### config.mk
export PLATFORM = sky130hd
export DESIGN_NAME = row_flip_subsample_sequencer
export DESIGN_NICKNAME = d
export VERILOG_FILES = /design/src/design/row_fifo.v /design/src/design/row_flip_subsample_sequencer.v
export VERILOG_INCLUDE_DIRS = /design/src /design/src/design
export SDC_FILE = /design/constraint.sdc
export NUM_CORES = 1
export LEC_CHECK = 0
export BUFFER_PORTS_ARGS = -buffer_cell sky130_fd_sc_hd__buf_2
export CAP_MARGIN = 20
export CORE_UTILIZATION = 39
export DETAILED_ROUTE_END_ITERATION = 7
export PLACE_DENSITY = 0.55
export RECOVER_POWER = 25
export SETUP_SLACK_MARGIN = 0.2
export SLEW_MARGIN = 20
export SYNTH_ARGS = -nofsm -noshare
export SYNTH_HDL_FRONTEND = slang
export SYNTH_SLANG_ARGS = --single-unit
### constraint.sdc
create_clock -name ref_clk -period 8.58 [get_ports ref_clk]
set_input_delay 1.716 -clock ref_clk [delete_from_list [all_inputs] [get_ports ref_clk]]
set_output_delay 1.716 -clock ref_clk [all_outputs]
set_load 0.1 [all_outputs]
### src/design/row_seq_consts.vh
// Constants for the row flip and subsample sequencer
`ifndef ROW_SEQ_CONSTS_VH
`define ROW_SEQ_CONSTS_VH

// Register addresses on the configuration port
`define ADDR_TOTAL_LINES   7'h01
`define ADDR_SKIP_OFFSET   7'h42
`define ADDR_ROW_STEP      7'h43
`define ADDR_MODE_CTRL     7'h44
`define ADDR_FLIP_CTRL     7'h45

// Reset values
`define RST_TOTAL_LINES    16'h0c00
`define RST_SKIP_OFFSET    16'h0000
`define RST_ROW_STEP       16'h0001
`define RST_MODE_CTRL      4'h9
`define RST_FLIP_CTRL      2'h0

// Mode register fields
`define MODE_MONO_BIT      0
`define MODE_COLSKIP_BIT   1
`define MODE_MONO_EXP_BIT  3

// Flip field encodings
`define FLIP_NONE          2'h0
`define FLIP_Y             2'h2

// Array geometry
`define LAST_ROW           18'h00bff
`define ROW_W              12

// Queue entry layout
`define ENT_W              15
`define ENT_LAST_BIT       14
`define ENT_COLSKIP_BIT    13
`define ENT_TOP_BIT        12

`define QUEUE_DEPTH        8

`endif
### src/design/row_fifo.v
// Synchronous FIFO with valid and ready on both sides
`timescale 1ns/10ps
module row_fifo #(
	parameter WIDTH = 15,
	parameter DEPTH = 8,
	parameter AW    = 3
) (
	// Clock and reset
	input  wire             ref_clk,
	input  wire             resetn,
	// Fill side
	input  wire             in_valid,
	output wire             in_ready,
	input  wire [WIDTH-1:0] in_data,
	// Drain side
	output wire             out_valid,
	input  wire             out_ready,
	output reg  [WIDTH-1:0] out_data
);

	reg [WIDTH-1:0] mem [0:DEPTH-1];
	reg [AW-1:0]    wr_ptr;
	reg [AW-1:0]    rd_ptr;
	reg [AW:0]      count;
	reg             head_valid;

	wire push;
	wire pop_mem;
	wire mem_empty;

	// Head register keeps data outputs from flip-flops
	assign mem_empty = (count == {(AW+1){1'b0}});
	assign in_ready  = (count != DEPTH[AW:0]);
	assign push      = in_valid & in_ready;
	assign out_valid = head_valid;
	assign pop_mem   = ~mem_empty & (~head_valid | out_ready);

	always @(posedge ref_clk) begin
		if (push) begin
			mem[wr_ptr] <= in_data;
		end
	end

	always @(posedge ref_clk) begin
		if (!resetn) begin
			wr_ptr     <= {AW{1'b0}};
			rd_ptr     <= {AW{1'b0}};
			count      <= {(AW+1){1'b0}};
			head_valid <= 1'b0;
			out_data   <= {WIDTH{1'b0}};
		end else begin
			if (push) begin
				wr_ptr <= wr_ptr + 1'b1;
			end
			if (pop_mem) begin
				rd_ptr   <= rd_ptr + 1'b1;
				out_data <= mem[rd_ptr];
			end
			if (push & ~pop_mem) begin
				count <= count + 1'b1;
			end else if (pop_mem & ~push) begin
				count <= count - 1'b1;
			end
			if (pop_mem) begin
				head_valid <= 1'b1;
			end else if (out_ready) begin
				head_valid <= 1'b0;
			end
		end
	end

endmodule // row_fifo

### src/design/row_flip_subsample_sequencer.v
// Row readout order generator with vertical flip and subsampling
//
// Notes on behaviour
// - With vertical flip the first row read is physical row 3071 instead of row 0.
// - The flip field reads 0 for no mirroring and 2 for vertical mirroring, and resets to 0.
// - Subsampling combines with any row-windowing setup, so the sequencer places no window limit on it.
// - Monochrome Y subsampling reads one row and then skips an odd count such as 1, 5 or 9.
// - Color Y subsampling reads a row pair and then skips a count such as 2, 6 or 10.
// - X and Y subsampling has a monochrome skip-one scheme and a color skip-two scheme.
// - With subsampling on, rows go to the output groups in remapped readout order.
// - In subsampling the bottom group takes readout rows 1,4,5,8 and the top group rows 2,3,6,7.
`timescale 1ns/10ps
`include "row_seq_consts.vh"
module row_flip_subsample_sequencer (
	// Clock and reset
	input  wire                ref_clk,
	input  wire                resetn,
	// Configuration port
	input  wire [6:0]          cfg_addr,
	input  wire                cfg_wr,
	input  wire [15:0]         cfg_wdata,
	output reg  [15:0]         cfg_rdata,
	// Frame control
	input  wire                frame_start,
	output wire                frame_busy,
	output reg                 frame_done,
	// Row stream toward the readout
	output wire                row_valid,
	input  wire                row_ready,
	output wire [`ROW_W-1:0]   row_addr,
	output wire                row_top_group,
	output wire                row_col_skip,
	output wire                row_last
);

	localparam ST_IDLE = 2'b01;
	localparam ST_RUN  = 2'b10;

	// Software registers
	reg [15:0] total_readout_lines;
	reg [15:0] skip_phase_offset;
	reg [15:0] row_step_size;
	reg [3:0]  subsample_mode_control;
	reg [1:0]  vertical_flip_control;

	// Frame shadows
	reg [15:0] f_lines;
	reg [17:0] f_pair_stride;
	reg [17:0] f_odd_delta;
	reg        f_col_skip;
	reg        f_flip;
	reg        f_sub;

	reg [1:0]  state;
	reg [15:0] line_idx;
	reg [17:0] pair_base;

	wire        q_ready;
	wire        q_valid;
	wire [17:0] log_row;
	wire [17:0] phys_row;
	wire        line_last;
	wire        top_grp;
	wire        push;
	wire [`ENT_W-1:0] q_data;
	wire        sub_on;

	function is_addr;
		input [6:0] a;
		input [6:0] b;
		begin
			is_addr = (a == b);
		end
	endfunction

	// Register writes
	always @(posedge ref_clk) begin
		if (!resetn) begin
			total_readout_lines    <= `RST_TOTAL_LINES;
			skip_phase_offset      <= `RST_SKIP_OFFSET;
			row_step_size          <= `RST_ROW_STEP;
			subsample_mode_control <= `RST_MODE_CTRL;
			vertical_flip_control  <= `RST_FLIP_CTRL;
		end else if (cfg_wr) begin
			if (is_addr(cfg_addr, `ADDR_TOTAL_LINES)) begin
				total_readout_lines <= cfg_wdata;
			end
			if (is_addr(cfg_addr, `ADDR_SKIP_OFFSET)) begin
				skip_phase_offset <= cfg_wdata;
			end
			if (is_addr(cfg_addr, `ADDR_ROW_STEP)) begin
				row_step_size <= cfg_wdata;
			end
			if (is_addr(cfg_addr, `ADDR_MODE_CTRL)) begin
				subsample_mode_control <= cfg_wdata[3:0];
			end
			if (is_addr(cfg_addr, `ADDR_FLIP_CTRL)) begin
				vertical_flip_control <= cfg_wdata[1:0];
			end
		end
	end

	// Register reads, unmapped addresses read zero
	always @(posedge ref_clk) begin
		if (!resetn) begin
			cfg_rdata <= 16'h0000;
		end else begin
			case (cfg_addr)
				`ADDR_TOTAL_LINES: cfg_rdata <= total_readout_lines;
				`ADDR_SKIP_OFFSET: cfg_rdata <= skip_phase_offset;
				`ADDR_ROW_STEP:    cfg_rdata <= row_step_size;
				`ADDR_MODE_CTRL:   cfg_rdata <= {12'h000, subsample_mode_control};
				`ADDR_FLIP_CTRL:   cfg_rdata <= {14'h0000, vertical_flip_control};
				default:           cfg_rdata <= 16'h0000;
			endcase
		end
	end

	// Row of the current line counted from the frame start edge
	assign log_row   = pair_base + (line_idx[0] ? f_odd_delta : 18'h00000);
	// Flip reverses the order so line 0 lands on the last row
	assign phys_row  = f_flip ? (`LAST_ROW - log_row) : log_row;
	// A line past the array edge ends the frame early; plain readout counts beyond 3072 are clipped this way
	assign line_last = ((line_idx + 16'h0001) == f_lines) ||
	                   ((pair_base + f_pair_stride) > `LAST_ROW && line_idx[0]) ||
	                   ((pair_base + f_odd_delta) > `LAST_ROW && !line_idx[0]) ||
	                   (log_row >= `LAST_ROW);
	// With subsampling, bottom on readout rows 1,4,5,8 and top on 2,3,6,7; plain readout puts top on 2,4,6,8
	assign top_grp   = f_sub ? (line_idx[0] ^ line_idx[1]) : line_idx[0];
	assign push      = (state == ST_RUN) & q_ready;
	assign q_valid   = (state == ST_RUN);
	assign q_data    = {line_last, f_col_skip, top_grp, phys_row[`ROW_W-1:0]};
	assign frame_busy = (state == ST_RUN);
	// Plain readout leaves offset at zero, so subsampling is keyed on step and column skip
	assign sub_on    = subsample_mode_control[`MODE_COLSKIP_BIT] | (row_step_size != `RST_ROW_STEP);

	always @(posedge ref_clk) begin
		if (!resetn) begin
			state         <= ST_IDLE;
			line_idx      <= 16'h0000;
			pair_base     <= 18'h00000;
			f_lines       <= `RST_TOTAL_LINES;
			f_pair_stride <= 18'h00002;
			f_odd_delta   <= 18'h00001;
			f_col_skip    <= 1'b0;
			f_flip        <= 1'b0;
			f_sub         <= 1'b0;
			frame_done    <= 1'b0;
		end else begin
			frame_done <= 1'b0;
			case (state)
				ST_IDLE: begin
					if (frame_start) begin
						// Settings are sampled once so a frame never mixes two configurations
						f_lines       <= (total_readout_lines == 16'h0000) ? 16'h0001
						                 : total_readout_lines;
						f_pair_stride <= {1'b0, row_step_size, 1'b0};
						// Color and plain readout keep adjacent rows; mono subsampling spaces the odd line
						f_odd_delta   <= (subsample_mode_control[`MODE_MONO_BIT] & sub_on)
						                 ? {1'b0, skip_phase_offset, 1'b0} : 18'h00001;
						f_col_skip    <= subsample_mode_control[`MODE_COLSKIP_BIT];
						f_flip        <= (vertical_flip_control == `FLIP_Y);
						// Window setup is not checked, any window layout may be subsampled
						f_sub         <= sub_on;
						line_idx      <= 16'h0000;
						pair_base     <= 18'h00000;
						state         <= ST_RUN;
					end
				end
				ST_RUN: begin
					if (push) begin
						if (line_last) begin
							state      <= ST_IDLE;
							frame_done <= 1'b1;
						end else begin
							line_idx <= line_idx + 16'h0001;
							if (line_idx[0]) begin
								pair_base <= pair_base + f_pair_stride;
							end
						end
					end
				end
				default: begin
					state <= ST_IDLE;
				end
			endcase
		end
	end

	wire [`ENT_W-1:0] out_ent;

	// The readout can stall; a full queue holds the sequencer in place
	row_fifo #(
		.WIDTH (`ENT_W),
		.DEPTH (`QUEUE_DEPTH),
		.AW    (3)
	) u_queue (
		.ref_clk   (ref_clk),
		.resetn    (resetn),
		.in_valid  (q_valid),
		.in_ready  (q_ready),
		.in_data   (q_data),
		.out_valid (row_valid),
		.out_ready (row_ready),
		.out_data  (out_ent)
	);

	assign row_addr      = out_ent[`ROW_W-1:0];
	assign row_top_group = out_ent[`ENT_TOP_BIT];
	assign row_col_skip  = out_ent[`ENT_COLSKIP_BIT];
	assign row_last      = out_ent[`ENT_LAST_BIT];

endmodule // row_flip_subsample_sequencer

# After elaboration in Yosys (flattened, before gate mapping)
# Memories as Yosys holds them, arrays and structs flattened. A register that Yosys moved wholly into a read port is not among the register bits.
# Cells that the tools add are included.
# Widths: inputs -> output; s select.
# op_classes
add_sub_neg	9
magnitude_cmp	3
eq_ne	16
n_mux	26
bitwise	12
n_reduce_logical	22
# op_table
op	n
$mux 18	5
$pmux 16 s5	1
$mux 16	4
$add 18x18->18	2
$gt 18x12->1 const B	2
$pmux 18 s2	1
$pmux 16 s2	1
$eq 7x7->1 const B	4
$add 18x17->18	1
$ge 18x12->1 const B	1
$mux 17	1
$add 16x1->16 const B	1
$eq 16x16->1	1
$logic_not 16->1	1
$ne 16x1->1 const B	1
$mux 12	1
$reduce_and 2->1	6
$sub 12x12->12 const A	1
$ne 2x2->1 const B	5
$mux 4	2
$eq 7x1->1 const B	1
$add 3x1->3 const B	2
$mux 1	6
$mux 2	3
other kinds (18)	34
# word_totals
ff_bits	171
mem_bits_rw	120
in_bits	28
output_inout_bits	34
n_memories	1
# memory_table
name	words	word_bits	read_ports	rd_ports_with_merged_regs	wr	line_no	rtl
u_queue.mem	8	15	1	1	1	row_fifo.v:21	reg [WIDTH-1:0] mem [0:DEPTH-1];

# Logic depth before layout (Yosys ltp)
# Gate-level depths: netlist (run 1).
# logic_depth
word_depth	9
depth_mapped	23

# By module
# Synthesis (run 1) repeated with hierarchy kept, for this count alone.
# unflattened
cells_unflattened	1488
hier_area_um2	14649.0
# by_module_without_submodules
mod	n_inst	cells_per_inst	area_each_um2	seq_area_each_um2
row_flip_subsample_sequencer	1	1175	9044.9	3163.0
row_fifo	1	313	5604.1	4124.0

# Least setup slack after synthesis (run 1)
# No wires, ideal clock.
# synth_path
path_kind	register to register
start	reg line_idx[0]
end	reg line_idx[12]
setup_time_ns	0.116
arrival_ns	4.302
slack_ns	4.163
path_stages_with_launch	23
path_buffers	5
path_cell_list	dfxtp_1 buf_2 clkbuf_1 clkbuf_1 and2_1 ha_1 buf_2 and3_1 a221oi_2 o31a_1 nor2_1 xnor2_1 inv_1 ha_1 a31oi_1 o21ai_1 a2111oi_2 nand3_2 nor3_4 and2_1 buf_2 o221ai_1 and3b_1
# synth_via
elab_cells_between_ends	16
classes_between	add/sub (2); order compare (1); eq/ne (2); mux (4); reduce/logical (7)
# synth_lines
item	line_no	rtl
start: declaration	row_flip_subsample_sequencer.v:55	reg [15:0] line_idx;
start signal: assignment	row_flip_subsample_sequencer.v:176	line_idx <= line_idx + 16'h0001;
$mux 18	row_flip_subsample_sequencer.v:120	assign log_row = pair_base + (line_idx[0] ? f_odd_delta : 18'h00000);
$add 18x18->18	row_flip_subsample_sequencer.v:120	
via log_row[10]	row_flip_subsample_sequencer.v:60	wire [17:0] log_row;
$ge 18x12->1 (no line)	n/a	
$logic_or 1x1->1	row_flip_subsample_sequencer.v:124	assign line_last = ((line_idx + 16'h0001) == f_lines) ||
$ne 2x2->1 (no line)	n/a	
$reduce_and 4->1 (no line)	n/a	
# The timed path passes the listed nets, and every way through them passes these cells. The select of a mux whose other input is x is not followed.
# A chain may end at the register's enable or synchronous reset.

# Worst setup path in the final report (run 1)
# layout_path
start	reg line_idx[0]
end	reg pair_base[3]
# layout_via
elab_cells_between_ends	14
classes_between	add/sub (2); order compare (1); eq/ne (3); mux (1); reduce/logical (7)
# layout_lines
item	line_no	rtl
$mux 18	row_flip_subsample_sequencer.v:120	
$add 18x18->18	row_flip_subsample_sequencer.v:120	
via log_row[10]	row_flip_subsample_sequencer.v:60	
$ge 18x12->1 (no line)	n/a	
$logic_or 1x1->1	row_flip_subsample_sequencer.v:124	
$ne 2x2->1 (no line)	n/a	
$reduce_and 5->1 (no line)	n/a	
end signal: assignment	row_flip_subsample_sequencer.v:178	pair_base <= pair_base + f_pair_stride;
end: declaration	row_flip_subsample_sequencer.v:56	reg [17:0] pair_base;
# The timed path passes the listed nets, and every way through them passes these cells.

==> metrics, run 1 <==
fin util=about 45%; RSZ-0062 raised after global routing=no; FF-to-FF Start=line_idx[0]; Antenna diodes=0; WL/cell=around 19 microns; CP Launch Point=line_idx[0]; vias in the first global route=between 10000 and 15000; drt pass-1 iters=6; largest buffer count on any clock path=3; post-DP HPWL=27000 microns; PwrDens=~220 mW/mm^2; Worst Clk Skew=~20 ps; violated checks=capacitance limit, slew limit; max incr delay on CP=around 800 ps; Final setup viols=0; total number of vias=11200; largest net degree at the start of global routing=96; CP required=around 9000 ps; I/O Buffers=around 60; Multi-input gate area=0.00752 sq mm; final cell count without fillers=~2000; Min Hold Slack=about 470 ps; delay-heaviest family, CP=compound AO/OA/AOI/OAI gates; Setup TNS=0 ps; Worst-path clk slew=about 60 ps; number of synthesized flops with an enable pin=120; status=finished, violations left; CP startpoint kind=flop; worst slew pin tran=about 2600 ps; initial antenna violation count=1; syn avg cell area=roughly 10 sq um; initial core utilization=40.0%; CP Capture Type=flop; area leader, netlist=dfxtp_1; core area=about 0.038 sq mm; share of layout cells above drive strength 1=14.1%; H-Tree Depth=2; Sink Count=304; Post-CTS Resized=0; Syn Std Cell Area=0.0152 sq mm; Storage cell area=roughly 0.0073 sq mm; Die X-Extent=200 microns; Post-Syn Instances=1477; gpl congestion=just under 0.9; Peak Freq=0.184 GHz; ANT nets after route=0; Boundary Pins=just over 60; Syn-to-layout area delta=12.2%; Worst Min Path Start=f_pair_stride[12]; Tcrit/Tclk final=between 60% and 70%; TritonCTS Buffers=36; GR peak layer=met2; hold_buf cts=0; flop2flop setup slack=3130 ps; placed cells=slightly below 2000; Relative slew margins=-73.9%; initial DRC count=721; Slew Limit Fails=70; crit path cell chain=and2_1, ha_1, a2111oi_0, o31a_1, nor2_1, xnor2_1, inv_1, ha_1, a31oi_1, o21ai_1, a2111oi_2, nand3_2, nor3_4, o211ai_1, nand3_1, o31ai_1; final wirelength=between 30000 and 40000 microns; met1 Use GR=26.5%; top-area cell type share of the netlist area=roughly a quarter; hold endpoint=f_pair_stride[12]; GRT Overall Usage=19.7%; CP Data Arrival Time=between 5000 and 6000 ps; met3 usage=3.11%; hold depth=2; clock period minus worst slack=about 5400 ps; largest cells by area after synthesis=dfxtp_1 (24%), edfxtp_1 (24%), nand2_1 (6.2%); WP buf/inv=1; post-synthesis sequential area ratio=47.9%; gr ovfl total=0; ys flop type=dfxtp_1; global-route wire length before repair=around 60000 microns; DR vias/cell=between 5 and 6; drc violations=0; FP Rows=71; CP most frequent cell=ha_1; GR Layer Usage met2=roughly 32%; VDD IR max=~0.14 mV; Max Cap Viol=2; reg2reg end=pair_base[3]; reg2reg path depth=16; Die Y=between 150 and 200 microns; CP max FO=27; asr flop ratio synth=0%; count of final hold-check violations=0; Die ar.=between 0.03 and 0.04 sq mm; WS Path Type=flop to flop; Yosys warnings=0; CTS tree=done; Synth Register Bits=~300; post-synth cell types=between 80 and 90; final net count=between 1500 and 2000; slowest stage cell, crit path=dfxtp_1; postcts setup bufs=0; Clock Latency Late Sink=between 500 and 600 ps; Leak=about 6.2 nW; Hold WC Path Type=flop to flop; fill count=approximately 3700; CTS Root Cell=clkbuf_16
==> cells by family after synthesis <==
family | count (synthesis) | synth area share, %
simple gates | 512 | 16.2
mux | 75 | 7.57
flops | 304 | 47.9
compound gates | 349 | 16.5
buf+inv | 114 | 3.11
other cells | 1 | 0.0246
xor+xnor | 62 | 3.57
fa+ha+maj | 60 | 5.13
==> report_power, final <==
part / internal [mW] / total [mW] / switching, mW
registers: 1.55 / 1.62 / 0.0685
logic: 0.228 / 0.728 / 0.500
clock network: 0.843 / 1.44 / 0.601
==> flip-flops by register name, summed over array words and instances (netlist names) <==
register                cells
u_queue.mem               120
f_odd_delta                17
pair_base                  17
cfg_rdata                  16
f_lines                    16
f_pair_stride              16
line_idx                   16
row_step_size              16
skip_phase_offset          16
total_readout_lines        16
u_queue.out_data           15
subsample_mode_control      4
u_queue.count               4
u_queue.rd_ptr              3
u_queue.wr_ptr              3
state                       2
vertical_flip_control       2
f_col_skip                  1
f_flip                      1
f_sub                       1
frame_done                  1
u_queue.out_valid           1
==> layout by cell type, fill, tap and decap left out, types with 26 or more instances in the layout <==
cell type and count:
xnor2_1 40, o21ai_0 49, clkbuf_16 36, nor2_1 65, a22oi_1 29, a21oi_1 51
dfxtp_1 181, ha_1 56, nand3_1 35, nand2_1 250, edfxtp_1 120, buf_2 60
mux4_2 30, a21boi_0 77, inv_1 26
==> final cells by class <==
class	count	share of cell area, %
Multi-Input combinational cell	1060	44.0
Sequential cell	304	42.7
Clock buffer	51	6.02
Tap cell	511	3.74
Timing Repair Buffer	74	2.31
Clock inverter	13	0.659
Inverter	26	0.571
==> worst max path at each step <==
stage | to | slack [ps] | cells after the start
after floorplan | line_idx[12] | 4160 | 22
after global placement | pair_base[3] | 3300 | 17
after detailed placement | pair_base[3] | 3150 | 16
after CTS | pair_base[3] | 3090 | 16
after global routing | pair_base[3] | 2530 | 15
final | pair_base[3] | 3130 | 16
==> per-layer routing <==
metal | part of all wire [%] | up-vias
li1 | - | 5462
met1 | 46 | 5431
met2 | 47 | 238
met3 | 4.2 | 62
met4 | 2.6 | 0
met5 | 0 | -
==> worst reg2reg max path, stage by stage, from the launching register on <==
cell       delay (ps)
dfxtp_1           800
and2_1            230
ha_1              280
a2111oi_0         680
o31a_1            300
nor2_1             80
xnor2_1           220
inv_1             180
ha_1              230
a31oi_1           130
o21ai_1           110
a2111oi_2         380
nand3_2           160
nor3_4            660
o211ai_1          550
nand3_1           230
o31ai_1            90
==> per-stage QoR <==
step	setup WS, ps	cell area [sq um]	power [mW]
after floorplan	4160	15200	2.25
after global placement	3300	16000	2.38
after detailed placement	3150	16000	2.39
after CTS	3090	17100	3.85
after global routing	2530	17100	3.96
final	3130	17100	3.79
==> synthesized netlist by cell type (7+ instances only) <==
cell        n
ha_1       56
clkbuf_1   58
and3_1     13
o211a_1    17
mux4_2     30
nor4_1     17
a21oi_1    51
or3_1       8
buf_2      11
xor2_1     22
edfxtp_1  120
o21a_1     10
o21ai_1     7
a21o_1     11
mux2i_1    24
mux2_2     21
buf_1      11
nor2b_1    26
and2_1     27
o21ai_0    49
a22oi_1    29
nor3_1     21
nand4_1    10
a31oi_1    10
nand3_1    35
nor2_1     66
nand2_1   250
inv_1      26
xnor2_1    40
a21boi_0   77
o31ai_1    12
dfxtp_1   184
Note: power is estimated with default switching activity, not from simulation.
==> run 2: changes to the inputs <==
ABC_AREA = 1   (was default)
clock period = 5.5 ns   (was 8.58 ns; I/O delays follow)
==> run 2 against run 1 <==
The flow still finishes with violations (capacitance limit, slew limit). Register-to-register slack worse by 2000 ps. Area after synthesis is 3.1% higher. Largest cell class is now sequential cells. Wire length is 12% higher. Critical endpoint is now f_odd_delta[6]. Sequential share of layout area is 1.4 points lower. Combinational power grew to 2.7 times the previous value. Global-route usage is 1.4 points higher. Worst hold slack worse by 9.7 ps.
==> metrics, run 2 <==
biggest regs=u_queue.mem (120), f_odd_delta (17), pair_base (17); Worst-path clk slew=roughly 60 ps; CP Data Arrival Time=~4900 ps; Synth top cells by count=nand2_1 (521), inv_1 (257), nor2_1 (230); gpl congestion=between 0.9 and 1; final net count=2183; CP required=5920 ps; CP max FO=40; Post-Syn Instances=2051; DR vias/cell=around 5.1; cell with the most instances after synthesis=nand2_1; pre-CTS setup slack=approximately 1300 ps; gr ovfl total=0; ANT nets after route=0; Die Y=approximately 200 microns; GRT Overall Usage=roughly a fifth; Final setup viols=0; count of final hold-check violations=0; flop2flop setup slack=between 1000 and 1500 ps; Multi-input gate area=approximately 0.0071 sq mm; Antenna diodes=0; number of synthesized flops with an enable pin=between 100 and 150; WL/cell=roughly 16 microns; share of layout cells above drive strength 1=under 10%; total number of vias=around 13000; PwrDens=approximately 400 mW/mm^2; syn avg cell area=roughly 7.7 sq um; Final Worst Setup Slack=roughly 1000 ps; status=finished, violations left; Tcrit/Tclk final=about four fifths; post-DP HPWL=~30000 microns; fin util=between 40% and 50%; post-synthesis sequential area ratio=46.4%; drt pass-1 iters=5; FF-to-FF Start=state[1]; core area=a little under 0.04 sq mm; Synth Register Bits=approximately 300; hold depth=2; final total power=approximately 7.1 mW; Setup TNS=0 ps; CTS tree=done; largest net degree at the start of global routing=106; hold endpoint=u_queue.out_data[6]; violated checks=capacitance limit, slew limit; fill count=around 4000; initial antenna violation count=0; Syn Std Cell Area=about 0.016 sq mm; FP Rows=73; Max Cap Viol=3; Worst Min Path Start=u_queue.out_data[6]; postcts setup bufs=0; TritonCTS Buffers=36; CP Capture Type=flop; Worst Clk Skew=~38 ps; drc violations=0; vias in the first global route=about 12000; largest cells by area after synthesis=dfxtp_1 (23%), edfxtp_1 (23%), nand2_1 (12%); Die ar.=around 0.041 sq mm; Yosys warnings=0; post-synth cell types=46; final wirelength=43100 microns; WS Path Type=input port to flop; Sink Count=slightly above 300; RSZ-0062 raised after global routing=no; global-route wire length before repair=67600 microns; Clock Latency Late Sink=550 ps; area leader, netlist=dfxtp_1; Leak=7.74 nW; initial DRC count=between 800 and 900; H-Tree Depth=2; VDD IR max=around 0.22 mV; Storage cell area=0.00729 sq mm; initial core utilization=39.5%; Top reg by flops=u_queue.mem; ys flop type=dfxtp_1; Syn-to-layout area delta=12.4%; I/O Buffers=61; flip-flop count of the largest register after layout=120; CTS Root Cell=clkbuf_16; reg2reg end=u_queue.mem[7][10]; reg2reg path depth=9; hold_buf cts=0; clock period minus worst slack=between 4000 and 5000 ps; largest buffer count on any clock path=3; top-area cell type share of the netlist area=about a quarter; Post-CTS Resized=0; Relative slew margins=-31.0%; Boundary Pins=just over 60; CP startpoint kind=input port; Die X-Extent=~200 microns; most frequent cells in the layout=nand2_1 (520), inv_1 (258), nor2_1 (230), dfxtp_1 (183), a21oi_1 (156); worst slew pin tran=between 1500 and 2000 ps; Peak Freq=approximately 0.22 GHz; commonest non-fill, non-tap cell in the layout=nand2_1; asr flop ratio synth=0%; Slew Limit Fails=~170; Hold WC Path Type=flop to flop
[run 2: cell types whose count changed after synthesis, sizes merged, moves of 82 or more]
cell and change:
a21boi -82, nor2 +168, a21oi +104, nand2 +274, inv +238, nand3 +84
[run 2: final cells by class]
| type | instances | share of cell area, % |
|---|---|---|
| clock inverters | 20 | 1.15 |
| well taps | 525 | 3.72 |
| flip-flops and latches | 304 | 41.3 |
| repair buffers | 83 | 2.32 |
| inverters | 265 | 5.64 |
| clock buffers | 42 | 5.52 |
| multi-input cells | 1405 | 40.3 |
[run 2: how the worst max path moves through the flow]
stage	to	start	slack, ps	cells past startpoint
after floorplan	pair_base[1]	line_idx[0]	2170	23
after global placement	pair_base[17]	line_idx[0]	1410	20
after detailed placement	pair_base[16]	line_idx[0]	1310	20
after CTS	pair_base[12]	line_idx[0]	1250	20
after global routing	f_odd_delta[15]	frame_start	560	10
final	f_odd_delta[6]	frame_start	990	10
[run 2: kinds of logic (layout without fill, tap and decap cells)]
| kind of cell | Yosys count | count (layout) | share of synthesized area (%) |
|---|---|---|---|
| simple gates | 943 | 943 | 24.8 |
| compound gates | 360 | 360 | 13.1 |
| buf+inv | 343 | 410 | 8.40 |
| flops | 304 | 304 | 46.4 |
| fa+ha+maj | 60 | 60 | 4.98 |
| xor+xnor | 25 | 25 | 1.40 |
| mux | 15 | 15 | 0.957 |
| other cells | 1 | 2 | 0.0239 |
[run 2: worst max-delay path, cell delays in order]
cell and delay, ps:
clkbuf_1 100, inv_1 70, nor2_1 120, clkbuf_1 1290
inv_1 900, buf_4 480, a41oi_1 200, buf_4 260
nand3_1 190, a21oi_1 190
[run 2: per-layer routing]
metal / wire length, microns / share of wire, % / vias to the layer above / global-route usage (%)
met5: 0 / 0 / - / 0
met4: 988 / 2.3 / 0 / 6.58
met3: 1830 / 4.2 / 62 / 3.03
met2: 19500 / 45 / 309 / 34.2
met1: 20800 / 48 / 6221 / 28.8
li1: - / - / 6857 / -
[run 2: power breakdown]
group	total, mW	internal (mW)	switching [mW]
Clock	2.35	1.38	0.971
Combinational	1.95	0.505	1.45
Sequential	2.76	2.60	0.162
[run 2: metrics by stage]
step	hold slack, ps	std cells	cell area, sq um
2_1_floorplan	439	2052	15700
3_3_place_gp	450	2582	16500
3_5_place_dp	453	2582	16500
4_1_cts	462	2644	17700
5_1_grt	489	2644	17600
6_report	464	2644	17600
==> run 3: changes to the inputs <==
ABC_AREA = 0   (was 1)
clock period = 4.4 ns   (was 5.5 ns; I/O delays follow)
==> run 3 against run 2 <==
The flow now finishes without violations. Clock skew fell by 17 ps. Final cell count fell by 22%. Critical path depth rose by 7. Utilization rose by 1.5 points. Global-route usage fell by 0.69 points. Worst hold slack improved by 9.9 ps. Design area fell by 1.0%. Register-to-register slack got worse by 860 ps. Sequential power rose by 16%. Total power rose by 9.3%. Highest routed layer unchanged. Critical endpoint is now line_idx[7]. Largest power group unchanged. Clock-buffer cell count rose by 1. Setup slack got worse by 730 ps.
==> metrics, run 3 (same netlist as run 1, synthesis figures left out) <==
CTS tree=done; Top reg by flops=u_queue.mem; total number of vias=~11000; vias in the first global route=10900; CTS Root Cell=clkbuf_16; TritonCTS Buffers=35; flop2flop setup slack=~260 ps; post-DP HPWL=about 28000 microns; sequential power share=41.4%; ANT nets after route=0; placed instance area=about 0.016 sq mm; delay-heaviest family, CP=simple AND/OR/NAND/NOR gates; WS Path Type=flop to flop; count of final hold-check violations=0; CP Launch Point=f_odd_delta[1]; worst slew pin tran=roughly 1400 ps; global-route wire length before repair=62100 microns; most frequent cells in the layout=nand2_1 (250), dfxtp_1 (180), edfxtp_1 (120), a21boi_0 (77), nor2_1 (66); GRT Overall Usage=about a fifth; Die X-Extent=approximately 200 microns; initial DRC count=between 700 and 800; CP Capture Type=flop; VDD IR max=between 0.3 and 0.4 mV; Relative slew margins=about 7.6%; initial antenna violation count=0; RSZ-0062 raised after global routing=yes; slowest stage cell, crit path=fa_1; Worst Clk Skew=slightly above 20 ps; sw frac=between 20% and 30%; final wirelength=around 40000 microns; Hold WC Path Type=flop to flop; clock period minus worst slack=4140 ps; Clock power frac=between 40% and 50%; flip-flop count of the largest register after layout=120; Peak Freq=around 0.24 GHz; H-Tree Depth=2; Die Y=roughly 200 microns; drc violations=0; drt pass-1 iters=6; DR vias/cell=5.47; Clock Latency Late Sink=540 ps; Slew Limit Fails=0; largest buffer count on any clock path=3; max incr delay on CP=about 470 ps; gpl congestion=0.861; CP required=4870 ps; Leak=6.43 nW; Sink Count=304; PwrDens=~440 mW/mm^2; CP startpoint kind=flop; Die ar.=~0.040 sq mm; gr ovfl total=0; CP max FO=6; CP Data Arrival Time=between 4000 and 5000 ps; WP buf/inv=1; FP Rows=71; core area=0.0380 sq mm; Tcrit/Tclk final=between 90% and 100%; crit path cell chain=and2_0, fa_1, a21o_1, a221oi_2, o31a_1, nor2_1, xnor2_1, inv_1, ha_1, a31oi_1, o21ai_1, a2111oi_2, nand3_2, nor3_4, nand3_4, or4_1, nand2_1; final instance area=between 0.015 and 0.02 sq mm; placed cells=about 2000; commonest non-fill, non-tap cell in the layout=nand2_1; FF-to-FF Start=f_odd_delta[1]; Syn-to-layout area delta=14.8%; Max Cap Viol=0; Sw Pwr=around 2.3 mW; biggest regs=u_queue.mem (120), f_odd_delta (17), pair_base (17); WL/cell=just under 20 microns; Comb pwr share=~18%; Setup TNS=0 ps; status=completed; final cell count without fillers=~2100; Boundary Pins=between 60 and 70; initial core utilization=40.0%; Power Internal=5.42 mW; final net count=1618; Worst-path clk slew=60 ps; Final setup viols=0; Worst Min Path Start=f_lines[13]; largest net degree at the start of global routing=68; Antenna diodes=0; share of layout cells above drive strength 1=between 10% and 20%; I/O Buffers=just over 60
run 3: cell types whose count changed in the layout (fill, tap and decap cells not counted), moves of 77 or more:
cell      before  now
nand2_1      520  250
a21oi_1      156   51
nor2_1       230   66
a21boi_0       0   77
inv_1        258   26
nand3_1      122   35
run 3: final cells by class:
type | count | area, sq um
Inverter | 26 | 97.6
Clock buffer | 43 | 947
Clock inverter | 21 | 295
Multi-Input combinational cell | 1060 | 7580
Tap cell | 511 | 639
Fill cell | 3642 | 20600
Sequential cell | 304 | 7290
Timing Repair Buffer | 103 | 616
run 3: path summary, 6_finish.rpt:
check / to / cells after the start
setup reg to reg: line_idx[7] / 17
setup / recovery: line_idx[7] / 17
hold / removal: f_lines[13] / 2
hold reg to reg: f_lines[13] / 2
run 3: metal layers:
| layer | GRT usage (%) | up-vias | share of wire (%) |
|---|---|---|---|
| met1 | 27.5 | 5482 | 47 |
| met3 | 2.82 | 62 | 4.0 |
| met5 | 0 | - | 0 |
| li1 | - | 5527 | - |
| met4 | 7.21 | 0 | 2.6 |
| met2 | 33.2 | 243 | 47 |
run 3: power groups by stage:
| stage | combinational [mW] | sequential, mW | clock [mW] |
|---|---|---|---|
| 2_1_floorplan | 0.705 | 3.67 | 0 |
| 3_3_place_gp | 1.39 | 3.26 | 0 |
| 3_5_place_dp | 1.40 | 3.26 | 0 |
| 4_1_cts | 1.41 | 3.20 | 3.21 |
| 5_1_grt | 1.49 | 3.22 | 3.32 |
| 6_report | 1.38 | 3.20 | 3.14 |
run 3: worst reg2reg max path, delay by kind of cell, from the launching register on:
family / cells / cell delay, ps
flip-flops: 1 / 350
adder cells (fa/ha/maj): 2 / 680
buffers and inverters: 1 / 100
AND/OR/NAND/NOR: 7 / 1520
XOR/XNOR: 1 / 240
AO/OA/AOI/OAI: 6 / 1210
run 3: stage by stage:
step | total power [mW] | hold WS, ps | utilization [%] | worst slack (ps)
floorplan | 4.38 | 443 | - | 228
global placement | 4.65 | 463 | 42.4 | 174
detailed placement | 4.66 | 471 | 42.4 | 31.1
CTS | 7.82 | 480 | 45.7 | 206
global route | 8.03 | 506 | 45.9 | 35.2
finish | 7.72 | 474 | 45.9 | 259
run 3: what timing repair did:
item	in CTS	in global routing
setup buffers	0	5
pin swaps	0	8
resized for setup	2	17
endpoints found under the setup margin	32	38
endpoints found under the hold margin	0	0
hold buffers	0	0
